$ cat src/design/ccfg_defines.vh
/*
  Constants of the converter configuration register block: byte
  addresses, field positions, reset values and counter limits.
  Assumes inclusion by bare name from the design files.
*/
`ifndef CCFG_DEFINES_VH
`define CCFG_DEFINES_VH

// Byte addresses of the instruction address field
`define CCFG_ADDR_DOR2      4'h0
`define CCFG_ADDR_DOR1      4'h1
`define CCFG_ADDR_DOR0      4'h2
`define CCFG_ADDR_CFG3      4'h4
`define CCFG_ADDR_CFG2      4'h5
`define CCFG_ADDR_CFG1      4'h6
`define CCFG_ADDR_CFG0      4'h7

// Configuration register reset value and fields
`define CCFG_CFG_RESET      32'h40000017
`define CCFG_BIAS_BIT       31
`define CCFG_INTERNAL_REF_ENABLE_BIT       30
`define CCFG_FMT_BIT        29
`define CCFG_UNI_BIT        28
`define CCFG_BYTE_BIT       27
`define CCFG_BITO_BIT       26
`define CCFG_LINE_BIT       25
`define CCFG_RSYNC_BIT      24
`define CCFG_MODE_HI        23
`define CCFG_MODE_LO        21
`define CCFG_GAIN_HI        20
`define CCFG_GAIN_LO        18
`define CCFG_CHAN_HI        17
`define CCFG_CHAN_LO        16
`define CCFG_SPEED_HI       15
`define CCFG_SPEED_LO       13
`define CCFG_DEC_HI         12
`define CCFG_DEC_LO         0

// Instruction byte fields
`define CCFG_INS_RW_BIT     7
`define CCFG_INS_NB_HI      6
`define CCFG_INS_NB_LO      5
`define CCFG_INS_AD_HI      3
`define CCFG_INS_AD_LO      0

// Ready indications carrying stale data after a channel change, last bit of a byte, result reset value
`define CCFG_INVALID_COUNT  2'h3
`define CCFG_LAST_BIT       3'h7
`define CCFG_DOR_RESET      24'h000000

`endif

$ cat src/design/ccfg_sync.v
/*
  Input synchroniser: three stages plus an output flip-flop per bit; the output takes a
  new value only once the second and third stages agree.
  Assumes inputs asynchronous to clk and a synchronous reset.
*/
`timescale 1ns/1ns
module ccfg_sync #(
  parameter WIDTH = 4,
  parameter [WIDTH-1:0] RESET_VAL = {WIDTH{1'b0}}
) (
  input  wire             clk,      // System clock
  input  wire             sys_rst,  // Synchronous reset, active high
  input  wire [WIDTH-1:0] async_in, // Raw inputs
  output wire [WIDTH-1:0] sync_out  // Filtered synchronous inputs
);

  reg [WIDTH-1:0] s1_reg;
  reg [WIDTH-1:0] s2_reg;
  reg [WIDTH-1:0] s3_reg;
  reg [WIDTH-1:0] out_reg;

  always @(posedge clk)
  begin
    if (sys_rst)
    begin
      s1_reg <= RESET_VAL;
      s2_reg <= RESET_VAL;
      s3_reg <= RESET_VAL;
    end
    else
    begin
      s1_reg <= async_in;
      s2_reg <= s1_reg;
      s3_reg <= s2_reg;
    end
  end

  genvar i;
  generate
    for (i = 0; i < WIDTH; i = i + 1)
    begin : g_bit
      always @(posedge clk)
      begin
        if (sys_rst)
          out_reg[i] <= RESET_VAL[i];
        else if (s2_reg[i] == s3_reg[i])
          out_reg[i] <= s3_reg[i];
      end
    end
  endgenerate

  assign sync_out = out_reg;

endmodule

$ cat src/design/ccfg_top.v
/*
  Converter configuration register with its serial port: an
  instruction byte, then one to four data bytes read or written.
  Assumes a host clocking the serial clock slowly against clk, a
  chip select framing each transfer, and conversion results arriving
  as one-cycle strobes from the modulator logic.
*/
`timescale 1ns/1ns
`include "ccfg_defines.vh"
module ccfg_top (
  input  wire        clk,                 // System clock, 20 MHz
  input  wire        sys_rst,             // Synchronous reset, active high
  input  wire        serial_clk,          // Serial clock from host
  input  wire        select_n,            // Transfer frame, active low
  input  wire        sdio_in,             // Data pin, input side
  output wire        sdio_out,            // Data pin, output side
  output wire        sdio_oe,             // Data pin output enable
  output wire        dedicated_serial_out, // Dedicated output pin data
  output wire        dedicated_serial_oe, // Dedicated output pin enable
  input  wire        result_ready_n,      // Ready pin level, low when ready
  input  wire        conv_strobe,         // New raw result, one-cycle pulse
  input  wire [23:0] conv_data,           // Raw two's complement result
  output wire        bias_enable,         // Bias generator on
  output wire        internal_ref_enable, // Reference output driven
  output wire        result_format_select, // Offset binary when high
  output wire        unipolar_enable,     // Negative results clamped
  output wire        byte_sequence_select, // Reads descend when high
  output wire        bit_sequence_select, // Reads LSB first when high
  output wire        output_line_select,  // Read data on dedicated pin
  output wire        modulator_resync,    // Count reset, one-cycle pulse
  output wire [2:0]  operating_mode_field, // Operating mode
  output wire [2:0]  gain_field,          // Gain code
  output wire [1:0]  input_channel_field, // Input channel
  output wire [2:0]  modulator_speed_field, // Modulator speed code
  output wire [12:0] decimation_field,    // Decimation ratio
  output wire [23:0] result_out,          // Output register contents
  output wire        result_valid         // Output data trustworthy
);

  localparam [1:0] ST_INSTR = 2'b01;
  localparam [1:0] ST_DATA  = 2'b10;

  wire [3:0] sync_q;
  wire       sclk_s;
  wire       sel_n_s;
  wire       din_s;
  wire       rdy_n_s;

  reg        sclk_d_reg;
  reg        rdy_d_reg;
  reg [1:0]  state_reg;
  reg [1:0]  state_next;
  reg [2:0]  bit_cnt_reg;
  reg        byte_done_reg;
  reg [1:0]  bytes_left_reg;
  reg [3:0]  addr_reg;
  reg        read_reg;
  reg [7:0]  rx_reg;
  reg [7:0]  tx_reg;
  reg [31:0] cfg_reg;
  reg [23:0] dor_reg;
  reg        resync_reg;
  reg [1:0]  invalid_cnt_reg;
  reg        stale_reg;

  wire       active;
  wire       sclk_rise;
  wire       sclk_fall;
  wire       rdy_fall;
  wire [3:0] ins_addr;
  wire [3:0] next_addr;
  wire [7:0] fetch_byte;
  wire [23:0] clamped;
  wire       chan_write;

  ccfg_sync #(
    .WIDTH     (4),
    .RESET_VAL (4'hB)
  ) u_sync (
    .clk      (clk),
    .sys_rst  (sys_rst),
    .async_in ({select_n, serial_clk, sdio_in, result_ready_n}),
    .sync_out (sync_q)
  );

  assign sel_n_s = sync_q[3];
  assign sclk_s  = sync_q[2];
  assign din_s   = sync_q[1];
  assign rdy_n_s = sync_q[0];

  assign active    = ~sel_n_s;
  assign sclk_rise = active & sclk_s & ~sclk_d_reg;
  assign sclk_fall = active & ~sclk_s & sclk_d_reg;
  assign rdy_fall  = ~rdy_n_s & rdy_d_reg;

  assign ins_addr = rx_reg[`CCFG_INS_AD_HI:`CCFG_INS_AD_LO];

  // Reads may descend; writes always ascend
  assign next_addr = (read_reg & cfg_reg[`CCFG_BYTE_BIT]) ?
                     addr_reg - 4'h1 : addr_reg + 4'h1;

  // Byte presented for a read at a given address
  function [7:0] read_byte;
    input [3:0]  a;
    input [31:0] cfg;
    input [23:0] dor;
    input        rdy_n;
    begin
      case (a)
        `CCFG_ADDR_DOR2: read_byte = dor[23:16];
        `CCFG_ADDR_DOR1: read_byte = dor[15:8];
        `CCFG_ADDR_DOR0: read_byte = dor[7:0];
        `CCFG_ADDR_CFG3: read_byte = {cfg[31:25], rdy_n};
        `CCFG_ADDR_CFG2: read_byte = cfg[23:16];
        `CCFG_ADDR_CFG1: read_byte = cfg[15:8];
        `CCFG_ADDR_CFG0: read_byte = cfg[7:0];
        default:         read_byte = 8'h00;
      endcase
    end
  endfunction

  // Within-byte bit order for reads
  function [7:0] order_bits;
    input [7:0] b;
    input       lsb_first;
    integer k;
    begin
      order_bits = b;
      if (lsb_first)
        for (k = 0; k < 8; k = k + 1)
          order_bits[k] = b[7-k];
    end
  endfunction

  assign fetch_byte = order_bits(
    read_byte((state_reg == ST_INSTR) ? ins_addr : next_addr,
              cfg_reg, dor_reg, rdy_n_s),
    cfg_reg[`CCFG_BITO_BIT]);

  // Clamp first, then set the format of the stored result only
  assign clamped = (cfg_reg[`CCFG_UNI_BIT] & conv_data[23]) ?
                   24'h000000 : conv_data;

  // Committed write of the second byte that picks another channel
  assign chan_write = sclk_fall & byte_done_reg & (state_reg == ST_DATA) & ~read_reg &
                      (addr_reg == `CCFG_ADDR_CFG2) &
                      (rx_reg[1:0] != cfg_reg[`CCFG_CHAN_HI:`CCFG_CHAN_LO]);

  always @(posedge clk)
  begin
    if (sys_rst)
    begin
      sclk_d_reg <= 1'b0;
      rdy_d_reg  <= 1'b1;
    end
    else
    begin
      sclk_d_reg <= sclk_s;
      rdy_d_reg  <= rdy_n_s;
    end
  end

  // Transfer sequencing
  always @*
  begin
    state_next = state_reg;
    case (state_reg)
      ST_INSTR:
        if (sclk_fall & byte_done_reg)
          state_next = ST_DATA;
      ST_DATA:
        if (sclk_fall & byte_done_reg & (bytes_left_reg == 2'h0))
          state_next = ST_INSTR;
      default:
        state_next = ST_INSTR;
    endcase
    if (!active)
      state_next = ST_INSTR;
  end

  always @(posedge clk)
  begin
    if (sys_rst)
      state_reg <= ST_INSTR;
    else
      state_reg <= state_next;
  end

  // Bit capture on rising serial clock
  always @(posedge clk)
  begin
    if (sys_rst | ~active)
    begin
      bit_cnt_reg   <= 3'h0;
      byte_done_reg <= 1'b0;
      rx_reg        <= 8'h00;
    end
    else if (sclk_rise)
    begin
      rx_reg        <= {rx_reg[6:0], din_s};
      bit_cnt_reg   <= bit_cnt_reg + 3'h1;
      byte_done_reg <= (bit_cnt_reg == `CCFG_LAST_BIT);
    end
    else if (sclk_fall & byte_done_reg)
      byte_done_reg <= 1'b0;
  end

  // Instruction decode, address stepping and read shifting
  always @(posedge clk)
  begin
    if (sys_rst | ~active)
    begin
      bytes_left_reg <= 2'h0;
      addr_reg       <= 4'h0;
      read_reg       <= 1'b0;
      tx_reg         <= 8'h00;
    end
    else if (sclk_fall)
    begin
      if (byte_done_reg)
      begin
        if (state_reg == ST_INSTR)
        begin
          read_reg       <= rx_reg[`CCFG_INS_RW_BIT];
          bytes_left_reg <= rx_reg[`CCFG_INS_NB_HI:`CCFG_INS_NB_LO];
          addr_reg       <= ins_addr;
          tx_reg         <= fetch_byte;
        end
        else if (bytes_left_reg != 2'h0)
        begin
          bytes_left_reg <= bytes_left_reg - 2'h1;
          addr_reg       <= next_addr;
          tx_reg         <= fetch_byte;
        end
      end
      else
        tx_reg <= {tx_reg[6:0], 1'b0};
    end
  end

  // Configuration writes commit at the falling edge of each last bit
  always @(posedge clk)
  begin
    if (sys_rst)
    begin
      cfg_reg    <= `CCFG_CFG_RESET;
      resync_reg <= 1'b0;
    end
    else
    begin
      resync_reg <= 1'b0;
      if (sclk_fall & byte_done_reg & (state_reg == ST_DATA) & ~read_reg)
      begin
        case (addr_reg)
          `CCFG_ADDR_CFG3:
          begin
            cfg_reg[31:25] <= rx_reg[7:1];
            resync_reg     <= rx_reg[0];
          end
          `CCFG_ADDR_CFG2: cfg_reg[23:16] <= rx_reg;
          `CCFG_ADDR_CFG1: cfg_reg[15:8]  <= rx_reg;
          `CCFG_ADDR_CFG0: cfg_reg[7:0]   <= rx_reg;
          default:         cfg_reg        <= cfg_reg;
        endcase
      end
    end
  end

  // Output register: clamp and format affect only this copy
  always @(posedge clk)
  begin
    if (sys_rst)
      dor_reg <= `CCFG_DOR_RESET;
    else if (conv_strobe)
      dor_reg <= {clamped[23] ^ cfg_reg[`CCFG_FMT_BIT], clamped[22:0]};
  end

  // Stale results after a channel change
  always @(posedge clk)
  begin
    if (sys_rst)
      invalid_cnt_reg <= 2'h0;
    else if (chan_write)
      invalid_cnt_reg <= `CCFG_INVALID_COUNT;
    else if (rdy_fall & (invalid_cnt_reg != 2'h0))
      invalid_cnt_reg <= invalid_cnt_reg - 2'h1;
  end

  // Stale until the ready fall after the last stale one
  // A new channel write in the same cycle as a fall wins
  always @(posedge clk)
  begin
    if (sys_rst)
      stale_reg <= 1'b0;
    else if (chan_write)
      stale_reg <= 1'b1;
    else if (rdy_fall & (invalid_cnt_reg == 2'h0))
      stale_reg <= 1'b0;
  end

  // Pin drive during the data phase of a read
  assign sdio_out             = tx_reg[7];
  assign sdio_oe              = active & (state_reg == ST_DATA) & read_reg &
                                ~cfg_reg[`CCFG_LINE_BIT];
  assign dedicated_serial_out = tx_reg[7];
  assign dedicated_serial_oe  = active & (state_reg == ST_DATA) & read_reg &
                                cfg_reg[`CCFG_LINE_BIT];

  assign bias_enable           = cfg_reg[`CCFG_BIAS_BIT];
  assign internal_ref_enable   = cfg_reg[`CCFG_INTERNAL_REF_ENABLE_BIT];
  assign result_format_select  = cfg_reg[`CCFG_FMT_BIT];
  assign unipolar_enable       = cfg_reg[`CCFG_UNI_BIT];
  assign byte_sequence_select  = cfg_reg[`CCFG_BYTE_BIT];
  assign bit_sequence_select   = cfg_reg[`CCFG_BITO_BIT];
  assign output_line_select    = cfg_reg[`CCFG_LINE_BIT];
  assign modulator_resync      = resync_reg;
  assign operating_mode_field  = cfg_reg[`CCFG_MODE_HI:`CCFG_MODE_LO];
  assign gain_field            = cfg_reg[`CCFG_GAIN_HI:`CCFG_GAIN_LO];
  assign input_channel_field   = cfg_reg[`CCFG_CHAN_HI:`CCFG_CHAN_LO];
  assign modulator_speed_field = cfg_reg[`CCFG_SPEED_HI:`CCFG_SPEED_LO];
  assign decimation_field      = cfg_reg[`CCFG_DEC_HI:`CCFG_DEC_LO];
  assign result_out            = dor_reg;
  assign result_valid          = ~stale_reg;

endmodule

$ cat config.mk
export PLATFORM = sky130hd
export DESIGN_NAME = ccfg_top
export DESIGN_NICKNAME = d
export VERILOG_FILES = /design/src/design/ccfg_sync.v /design/src/design/ccfg_top.v
export VERILOG_INCLUDE_DIRS = /design/src /design/src/design
export SDC_FILE = /design/constraint.sdc
export NUM_CORES = 1
export LEC_CHECK = 0
export BUFFER_PORTS_ARGS = -buffer_cell sky130_fd_sc_hd__buf_2
export CAP_MARGIN = 20
export CORE_AREA = 2 2 102 104
export DETAILED_ROUTE_END_ITERATION = 6
export DIE_AREA = 0 0 104 106
export PLACE_DENSITY = 0.89
export SKIP_LAST_GASP = 1
export SLEW_MARGIN = 20
export SYNTH_ARGS = -nofsm -noshare
export SYNTH_HDL_FRONTEND = slang
export SYNTH_SLANG_ARGS = --single-unit
$ cat constraint.sdc
create_clock -name clk -period 3.85 [get_ports clk]
set_input_delay 0.385 -clock clk [delete_from_list [all_inputs] [get_ports clk]]
set_output_delay 0.385 -clock clk [all_outputs]
set_load 0.005 [all_outputs]
# --- After elaboration in Yosys (flattened, before gate mapping) ---
# Cells that the tools add are included.
classes:
  add_sub_neg: 5
  n_mul: 0
  div_mod_pow: 0
  n_lt_le_gt_ge: 0
  eq_ne: 21
  shifts: 0
  mux: 21
  bitwise_logic: 30
  n_reduce_logical: 19
ops:
  columns: ["operator", "n"]
  rows:
  - ["$pmux W8 S7", 1]
  - ["$eq A4 B3 Y1 const B", 8]
  - ["$mux W8", 4]
  - ["$mux W24", 1]
  - ["$and A1 B1 Y1", 19]
  - ["$mux W4", 4]
  - ["$mux W2", 6]
  - ["$reduce_and A2 Y1", 6]
  - ["$reduce_bool A2 Y1", 6]
  - ["$not A1 Y1", 9]
  - ["$reduce_and A3 Y1", 2]
  - ["$add A4 B1 Y4 const B", 1]
  - ["$eq A1 B1 Y1", 4]
  - ["$eq A4 B1 Y1 const B", 1]
  - ["$eq A4 B2 Y1 const B", 1]
  - ["$logic_not A2 Y1", 2]
  - ["$logic_not A4 Y1", 1]
  - ["$mux W1", 4]
  - ["$pmux W2 S2", 1]
  - ["$sub A2 B1 Y2 const B", 2]
  - ["$sub A4 B1 Y4 const B", 1]
  - ["$add A3 B1 Y3 const B", 1]
  - ["$eq A3 B3 Y1 const B", 1]
  - ["$ne A3 B1 Y1 const B", 1]
  - ["other kinds (9)", 9]
word_totals:
  regBits: 106
  latchBits: 0
  ram_bits: 0
  romBits: 0
  in_bits: 31
  out_inout_bits: 61
  n_memories: 0

# --- Depth between registers and ports, before layout ---
# Gate-level depths: netlist of the first run.
depth:
  ltp_word: 9
  mapped_depth: 12
  depth_no_buf: 10

# --- Cells and area by module ---
# Synthesis of the first run repeated with hierarchy kept, for this count alone.
hier_totals:
  hier_cells: 512
  area_unflattened_um2: 4744.6
by_module_without_submodules:
  columns: ["module", "n_inst", "cells_per_inst", "area_each_um2"]
  rows:
  - ["ccfg_top", 1, 471, 4267.8]
  - ["ccfg_sync", 1, 41, 476.7]

# --- Least setup slack after synthesis of the first run ---
# Ideal clock, no wire load.
synth_timing:
  path_kind: "register -> register"
  start: "register cfg_reg[27]"
  end: "register tx_reg[1]"
  arrival_time_ps: 2643
  required_time_ps: 3710
  path_slack_ps: 1066
  path_stages_with_launch: 12
  path_buffers: 1
  synth_period_minus_slack_ps: 2784
  cell_sequence: "dfxtp_1 nand2_1 xnor2_1 ha_1 and2_1 and2_1 clkbuf_8 a22o_1 a311o_1 a221o_1 o32ai_1 a2111oi_2"
synth_via:
  elab_chain_len: 9
  elab_cells_between_ends: 15
  classes_between: "6 x eq/ne; 7 x mux; 1 x bitwise; 1 x reduce/logical"
synth_rtl:
  columns: ["item", "line", "rtl"]
  rows:
  - ["from (decl)", "ccfg_top.v:60", "reg [31:0] cfg_reg;"]
  - ["from (signal assigned)", "ccfg_top.v:246", "cfg_reg <= `CCFG_CFG_RESET;"]
  - ["from (signal assigned)", "ccfg_top.v:257", "cfg_reg[31:25] <= rx_reg[7:1];"]
  - ["from (signal assigned)", "ccfg_top.v:263", "default: cfg_reg <= cfg_reg;"]
  - ["$and A1 B1 Y1 (*)", "ccfg_top.v:99", "assign next_addr = (read_reg & cfg_reg[`CCFG_BYTE_BIT]) ?"]
  - ["$mux W4 (*)", "ccfg_top.v:99", null]
  - ["$mux W4 (*)", "ccfg_top.v:136", "read_byte((state_reg == ST_INSTR) ? ins_addr : next_addr,"]
  - ["$eq A4 B3 Y1, or another cell as far along", "ccfg_top.v:109", "case (a)"]
  - ["$pmux W8 S7 (*)", "ccfg_top.v:109", null]
  - ["$mux W8 (*)", "ccfg_top.v:129", "if (lsb_first)"]
  - ["$mux W8", "ccfg_top.v:229", "else if (bytes_left_reg != 2'h0)"]
  - ["$mux W8 (*)", "ccfg_top.v:222", "if (state_reg == ST_INSTR)"]
  - ["$mux W8 (*)", "ccfg_top.v:220", "if (byte_done_reg)"]
  - ["to (signal assigned)", "ccfg_top.v:227", "tx_reg <= fetch_byte;"]
  - ["to (signal assigned)", "ccfg_top.v:233", "tx_reg <= fetch_byte;"]
  - ["to (signal assigned)", "ccfg_top.v:237", "tx_reg <= {tx_reg[6:0], 1'b0};"]
  - ["to (decl)", "ccfg_top.v:59", "reg [7:0] tx_reg;"]
# Every way passes the cells marked *; elsewhere a longest branch is shown, timed or not. The select of a mux whose other input is x is not followed.
# A chain may end at the register's enable or synchronous reset.

# --- Worst setup path after layout of the first run ---
layout_timing:
  start: "register read_reg"
  end: "register tx_reg[6]"
layout_via:
  elab_chain_len: 9
  elab_cells_between_ends: 15
  classes_between: "6 x eq/ne; 7 x mux; 1 x bitwise; 1 x reduce/logical"
layout_rtl:
  columns: ["item", "line", "rtl"]
  rows:
  - ["from (decl)", "ccfg_top.v:57", "reg read_reg;"]
  - ["from (signal assigned)", "ccfg_top.v:224", "read_reg <= rx_reg[`CCFG_INS_RW_BIT];"]
  - ["$and A1 B1 Y1 (*)", "ccfg_top.v:99", null]
  - ["$mux W4 (*)", "ccfg_top.v:99", null]
  - ["$mux W4 (*)", "ccfg_top.v:136", null]
  - ["$eq A4 B3 Y1, or another cell as far along", "ccfg_top.v:109", null]
  - ["$pmux W8 S7 (*)", "ccfg_top.v:109", null]
  - ["$mux W8 (*)", "ccfg_top.v:129", null]
  - ["$mux W8", "ccfg_top.v:229", null]
  - ["$mux W8 (*)", "ccfg_top.v:222", null]
  - ["$mux W8 (*)", "ccfg_top.v:220", null]
# Marked as above.

==> results of run 1 <==
==> power breakdown <==
group          internal [mW]  switching [mW]  leakage (nW)
Clock                  0.254           0.391        0.0863
Sequential              1.12          0.0210         0.861
Combinational         0.0474          0.0502          1.42
Total                   1.42           0.462          2.37
==> per-stage QoR <==
step | hold WS (ns) | power (mW)
after floorplan | 0.389 | 1.21
after global placement | 0.391 | 1.25
after detailed placement | 0.396 | 1.26
after CTS | 0.179 | 1.89
after global routing | 0.179 | 1.94
final | 0.186 | 1.88
==> worst max-delay path by stage <==
| stage | cells after the start | start | slack, ns | end |
|---|---|---|---|---|
| floorplan | 11 | cfg_reg[27]$_SDFFE_PP0P_ | 1.07 | tx_reg[1]$_SDFFE_PP0P_ |
| global placement | 10 | cfg_reg[27]$_SDFFE_PP0P_ | 0.61 | tx_reg[6]$_SDFFE_PP0P_ |
| CTS | 10 | read_reg$_SDFFE_PP0P_ | 0.50 | tx_reg[6]$_SDFFE_PP0P_ |
| detailed placement | 10 | read_reg$_SDFFE_PP0P_ | 0.52 | tx_reg[6]$_SDFFE_PP0P_ |
| global route | 10 | read_reg$_SDFFE_PP0P_ | 0.23 | tx_reg[6]$_SDFFE_PP0P_ |
| finish | 10 | read_reg$_SDFFE_PP0P_ | 0.50 | tx_reg[6]$_SDFFE_PP0P_ |
==> per-layer routing <==
layer | vias to the layer above | track usage
met5 | - | 0
met4 | 0 | 0.129
met3 | 48 | 0.0558
met2 | 262 | 0.500
met1 | 2476 | 0.387
li1 | 2417 | -
==> cells by family (layout without fill, tap and decap cells) <==
kind of cell,count (synthesis),in the layout,share of synthesized area
buf+inv,59,130,0.0610
fa+ha+maj,5,5,0.0115
xor+xnor,8,8,0.0143
simple gates,276,276,0.271
flops,106,106,0.390
mux,27,27,0.0504
compound gates,154,154,0.201
==> cell type report <==
| class | instances | area share |
|---|---|---|
| multi-input combinational | 470 | 0.494 |
| sequential | 106 | 0.351 |
| timing repair buffer | 103 | 0.0903 |
| inverter | 12 | 0.00745 |
| clock buffer | 10 | 0.0228 |
| tap | 136 | 0.0282 |
| clock inverter | 5 | 0.00663 |
==> layout by cell type (no fill, tap or decap), types with 6 or more instances in the layout <==
cell | synthesis | routed
dfxtp_1 | 106 | 106
buf_2 | 2 | 91
nor2_1 | 72 | 72
a21oi_1 | 57 | 57
nand2_1 | 54 | 54
nor2b_1 | 34 | 34
mux2i_1 | 24 | 24
nand3_1 | 15 | 15
nand4_1 | 15 | 15
inv_1 | 12 | 12
and3_1 | 12 | 12
o21ai_0 | 12 | 12
buf_4 | 2 | 12
or2_2 | 11 | 11
nor3_1 | 10 | 10
clkbuf_8 | 4 | 10
a22oi_1 | 9 | 9
and2_1 | 7 | 7
nor3b_1 | 7 | 7
o221a_2 | 6 | 6
a22o_1 | 6 | 6
==> impl_metrics.env, run 1 <==
export IMPL_outcome="finished clean"
export IMPL_filler_cell_count=912
export IMPL_crit_required_ns=4.07
export IMPL_drt_initial_drc_count=342
export IMPL_cp_arrival_ns=3.57
export IMPL_hold_path_startpoint="result_ready_n"
export IMPL_grt_pass1_vias=4887
export IMPL_async_flop_share=0
export IMPL_maxSlewViolCount=0
export IMPL_place_inst=827
export IMPL_hold_path_end="u_sync.s1_reg[0]$_SDFF_PP1_"
export IMPL_vias=5203
export IMPL_via_per_inst=6.18
export IMPL_startpoint_type="flop"
export IMPL_antenna_cells=0
export IMPL_ant_nets=0
export IMPL_clock_latency_ns=0.38
export IMPL_synth_top_area_frac=0.390
export IMPL_rrSetupSlack_ns=0.50
export IMPL_clk_pin_slew_ns=0.10
export IMPL_tightest_slew_ns=1.02
export IMPL_min_path_cells=2
export IMPL_fmax_mhz=298
export IMPL_synth_edff_count=0
export IMPL_area_delta_synth_final_pct=11.2
export IMPL_placed_cell_area_um2=5870
export IMPL_grt_first_pass_wirelength_um=26100
export IMPL_crit_family="compound AO/OA/AOI/OAI gates"
export IMPL_path_buf_inv=0
export IMPL_seq_area_frac_synth=0.390
export IMPL_synth_avg_cell_area_um2=8.56
export IMPL_drive_gt1_frac=0.232
export IMPL_hold_violations=0
export IMPL_die_w_um=104
export IMPL_post_synth_instance_area_um2=5440
export IMPL_portBuffers=91
export IMPL_yosysMostFrequentCell="dfxtp_1"
export IMPL_ios=92
export IMPL_syn_instance_count=635
export IMPL_final_area_um2=6040
export IMPL_p_leak_nw=2.37
export IMPL_slew_headroom=0.308
export IMPL_drt_pass1_iterations=5
export IMPL_finalCritPeriodShare=0.871
export IMPL_rows=37
export IMPL_place_gp_congestion=0.967
export IMPL_cts_buffer_depth=2
export IMPL_vdd_ir_drop_max_uv=171
export IMPL_grt_ovfl_total=0
export IMPL_power_density_nw_per_um2=311
export IMPL_holdBufCountCts=0
export IMPL_maxCapViolCount=0
export IMPL_rr_endpoint="tx_reg[6]$_SDFFE_PP0P_"
export IMPL_route_met2_wl_um=7960
export IMPL_crit_type="flop to flop"
export IMPL_dieHeight_um=106
export IMPL_cp_max_fo=15
export IMPL_cts_buffers=9
export IMPL_rsz0062_at_grt="no"
export IMPL_die_area_um2=11000
export IMPL_grt_max_degree=76
export IMPL_start_util=0.544
export IMPL_drt_total_wl_um=16700
export IMPL_antenna_found_initial=0
export IMPL_synth_common_cells="106 x dfxtp_1, 72 x nor2_1, 57 x a21oi_1"
export IMPL_finalSetupViolCount=0
export IMPL_final_seq_area_um2=2120
export IMPL_critPathMaxStageDelay_ns=0.63
export IMPL_wl_met3_um=1300
export IMPL_instances_no_fill=842
export IMPL_slowest_stage="ha_1"
export IMPL_yosys_register_bits=106
export IMPL_root_buffer="clkbuf_8"
export IMPL_r2r_start="read_reg$_SDFFE_PP0P_"
export IMPL_pre_cts_slack_ns=0.521
export IMPL_min_period_ns=3.35
export IMPL_finalClockSkew_ns=0.00658
export IMPL_cts_resized=0
export IMPL_post_cts_buffers=0
export IMPL_synth_flop_cell="dfxtp_1"
export IMPL_r2r_cells=10
export IMPL_dp_hpwl_um=12300
export IMPL_finalWorstSetupSlack_ns=0.498
export IMPL_ys_warnings_count=0
export IMPL_synth_area_leader_cell="dfxtp_1"
export IMPL_nNetsFinal=738
export IMPL_multiInputGateArea_um2=2980
export IMPL_post_drt_wl_per_cell_um=19.9
export IMPL_grt_util_all_layers=0.302
export IMPL_largest_reg_flops=31
export IMPL_wl_met1_um=6950
export IMPL_yosysUniqueCellTypes=85
export IMPL_cts_tree="done"
export IMPL_clock_sinks=106
export IMPL_core_um2=10000
export IMPL_hold_path_class="input pin to flop"
export IMPL_yosys_top_cells_area="dfxtp_1 39%, a21oi_1 5.2%, nor2_1 5.0%, mux2i_1 4.4%, nor2b_1 3.9%"
export IMPL_remaining_drc_errors=0
export IMPL_syn_num_nets=671
export IMPL_crit_path_end_kind="flop"
export IMPL_top_layer="met4"
export IMPL_path_cells="nand2_1, xnor2_1, ha_1, nor2b_1, and2_1, a22o_1, a311o_1, a221o_1, o32ai_1, a2111oi_2"
export IMPL_final_setup_tns_ns=0
export IMPL_fin_util=0.604
export IMPL_cts_htree_levels=3
(Power assumes the default switching activity.)
==> run 2, diff against run 1 <==
--- a/config.mk
+++ b/config.mk
@@ -8,10 +8,10 @@
 export LEC_CHECK = 0
 export BUFFER_PORTS_ARGS = -buffer_cell sky130_fd_sc_hd__buf_2
 export CAP_MARGIN = 20
-export CORE_AREA = 2 2 102 104
+export CORE_AREA = 2 2 103 105
 export DETAILED_ROUTE_END_ITERATION = 6
-export DIE_AREA = 0 0 104 106
-export PLACE_DENSITY = 0.89
+export DIE_AREA = 0 0 105 107
+export PLACE_DENSITY = 0.88
 export SKIP_LAST_GASP = 1
 export SLEW_MARGIN = 20
 export SYNTH_ARGS = -nofsm -noshare
==> run 2 against run 1 <==
  * Flip-flop and latch count did not move
  * Non-clock buffer count rose by 1
  * Clock power rose by 7.9%
  * Critical endpoint unchanged
  * Design area rose by 0.56%
==> impl_metrics.env, run 2 (synthesized netlist as in run 1, its figures left out) <==
export IMPL_outcome="finished clean"
export IMPL_clock_sinks=106
export IMPL_grt_max_degree=54
export IMPL_pre_cts_slack_ns=0.598
export IMPL_antenna_found_initial=0
export IMPL_grt_pass1_vias=4950
export IMPL_cts_buffers=9
export IMPL_drive_gt1_frac=0.234
export IMPL_crit_path_end_kind="flop"
export IMPL_via_per_inst=6.22
export IMPL_cts_tree="done"
export IMPL_dieHeight_um=107
export IMPL_drt_pass1_iterations=4
export IMPL_post_cts_buffers=0
export IMPL_power_density_nw_per_um2=318
export IMPL_remaining_drc_errors=0
export IMPL_die_w_um=105
export IMPL_cts_resized=0
export IMPL_min_period_ns=3.36
export IMPL_grt_ovfl_total=0
export IMPL_ios=92
export IMPL_largest_reg_flops=31
export IMPL_rsz0062_at_grt="no"
export IMPL_antenna_cells=0
export IMPL_holdBufCountCts=0
export IMPL_mostFrequentLayoutCells="106 x dfxtp_1, 91 x buf_2, 72 x nor2_1"
export IMPL_hold_path_end="u_sync.s1_reg[0]$_SDFF_PP1_"
export IMPL_hold_path_startpoint="result_ready_n"
export IMPL_crit_required_ns=4.08
export IMPL_area_delta_synth_final_pct=11.8
export IMPL_cts_htree_levels=3
export IMPL_min_path_cells=2
export IMPL_maxCapViolCount=0
export IMPL_filler_cell_count=926
export IMPL_total_power_mw=1.93
export IMPL_fmax_mhz=297
export IMPL_tightest_slew_ns=1.13
export IMPL_slew_headroom=0.241
export IMPL_finalSetupViolCount=0
export IMPL_rr_endpoint="tx_reg[6]$_SDFFE_PP0P_"
export IMPL_drt_total_wl_um=17300
export IMPL_core_um2=10100
export IMPL_maxSlewViolCount=0
export IMPL_rrSetupSlack_ns=0.49
export IMPL_cts_buffer_depth=2
export IMPL_hold_path_class="input pin to flop"
export IMPL_start_util=0.539
export IMPL_ant_nets=0
export IMPL_grt_util_all_layers=0.308
export IMPL_portBuffers=91
export IMPL_grt_first_pass_wirelength_um=26700
export IMPL_dp_hpwl_um=12700
export IMPL_instances_no_fill=844
export IMPL_vdd_ir_drop_max_uv=217
export IMPL_finalWorstSetupSlack_ns=0.486
export IMPL_final_setup_tns_ns=0
export IMPL_finalCritPeriodShare=0.874
export IMPL_drt_initial_drc_count=401
export IMPL_startpoint_type="flop"
export IMPL_cp_arrival_ns=3.59
export IMPL_place_gp_congestion=1.02
export IMPL_hold_violations=0
export IMPL_finalClockSkew_ns=0.0177
export IMPL_die_area_um2=11200
export IMPL_post_drt_wl_per_cell_um=20.5
export IMPL_r2r_start="read_reg$_SDFFE_PP0P_"
export IMPL_crit_type="flop to flop"
export IMPL_clk_pin_slew_ns=0.11
export IMPL_rows=37
export IMPL_nNetsFinal=739
export IMPL_clock_latency_ns=0.39
export IMPL_place_inst=828
export IMPL_root_buffer="clkbuf_8"
export IMPL_p_leak_nw=2.38
export IMPL_final_common_cell="dfxtp_1"
export IMPL_vias=5252
export IMPL_whs_ns=0.173
export IMPL_cp_max_fo=10
export IMPL_r2r_cells=10
==> run 2: cell types whose count changed in the layout (fill, tap and decap cells not counted), sizes merged <==
cell | before | now
inv | 13 | 15
buf | 103 | 104
clkbuf | 10 | 9
clkinv | 2 | 3
clkinvlp | 2 | 1
==> run 2: per-layer routing <==
layer	track usage	vias up	wire length [um]
met3	0.0468	55	1340
met5	0	-	0
met2	0.509	266	8160
met4	0.143	0	707
met1	0.396	2516	7070
li1	-	2415	-
==> run 2: stage by stage <==
| step | cell area [um^2] | util |
|---|---|---|
| after floorplan | 5440 | - |
| after global placement | 5870 | 0.582 |
| after detailed placement | 5870 | 0.582 |
| after CTS | 6080 | 0.602 |
| after global routing | 6080 | 0.602 |
| final | 6080 | 0.602 |
==> run 2: final cells by class <==
| cell class | instances | area (um^2) | share of cell area |
|---|---|---|---|
| Multi-Input combinational cell | 470 | 2980 | 0.491 |
| Sequential cell | 106 | 2120 | 0.349 |
| Timing Repair Buffer | 104 | 553 | 0.0910 |
| Tap cell | 136 | 170 | 0.0280 |
| Clock buffer | 9 | 124 | 0.0204 |
| Clock inverter | 7 | 80.1 | 0.0132 |
| Inverter | 12 | 45.0 | 0.00741 |
==> run 2: worst max-delay path by stage <==
stage | cells after the start | end | slack [ns] | startpoint
after CTS | 10 | tx_reg[6]$_SDFFE_PP0P_ | 0.56 | cfg_reg[27]$_SDFFE_PP0P_
final | 10 | tx_reg[6]$_SDFFE_PP0P_ | 0.49 | read_reg$_SDFFE_PP0P_
after floorplan | 11 | tx_reg[1]$_SDFFE_PP0P_ | 1.07 | cfg_reg[27]$_SDFFE_PP0P_
after global placement | 10 | tx_reg[6]$_SDFFE_PP0P_ | 0.75 | cfg_reg[27]$_SDFFE_PP0P_
after detailed placement | 10 | tx_reg[6]$_SDFFE_PP0P_ | 0.60 | cfg_reg[27]$_SDFFE_PP0P_
after global routing | 10 | tx_reg[6]$_SDFFE_PP0P_ | 0.29 | cfg_reg[27]$_SDFFE_PP0P_
==> run 2: report_power, final <==
| part | switching, mW | internal, mW | total, mW |
|---|---|---|---|
| combinational | 0.0510 | 0.0473 | 0.0983 |
| clock | 0.438 | 0.259 | 0.696 |
| sequential | 0.0212 | 1.12 | 1.14 |
==> run 2: critical path: stages, from the launching register on <==
cell       delay (ns)
dfxtp_1          0.49
nand2_1          0.16
xnor2_1          0.16
ha_1             0.21
and4bb_1         0.51
or3_1            0.45
nand2_4          0.15
a311o_1          0.34
a221o_1          0.30
o32ai_1          0.35
a2111oi_2        0.08
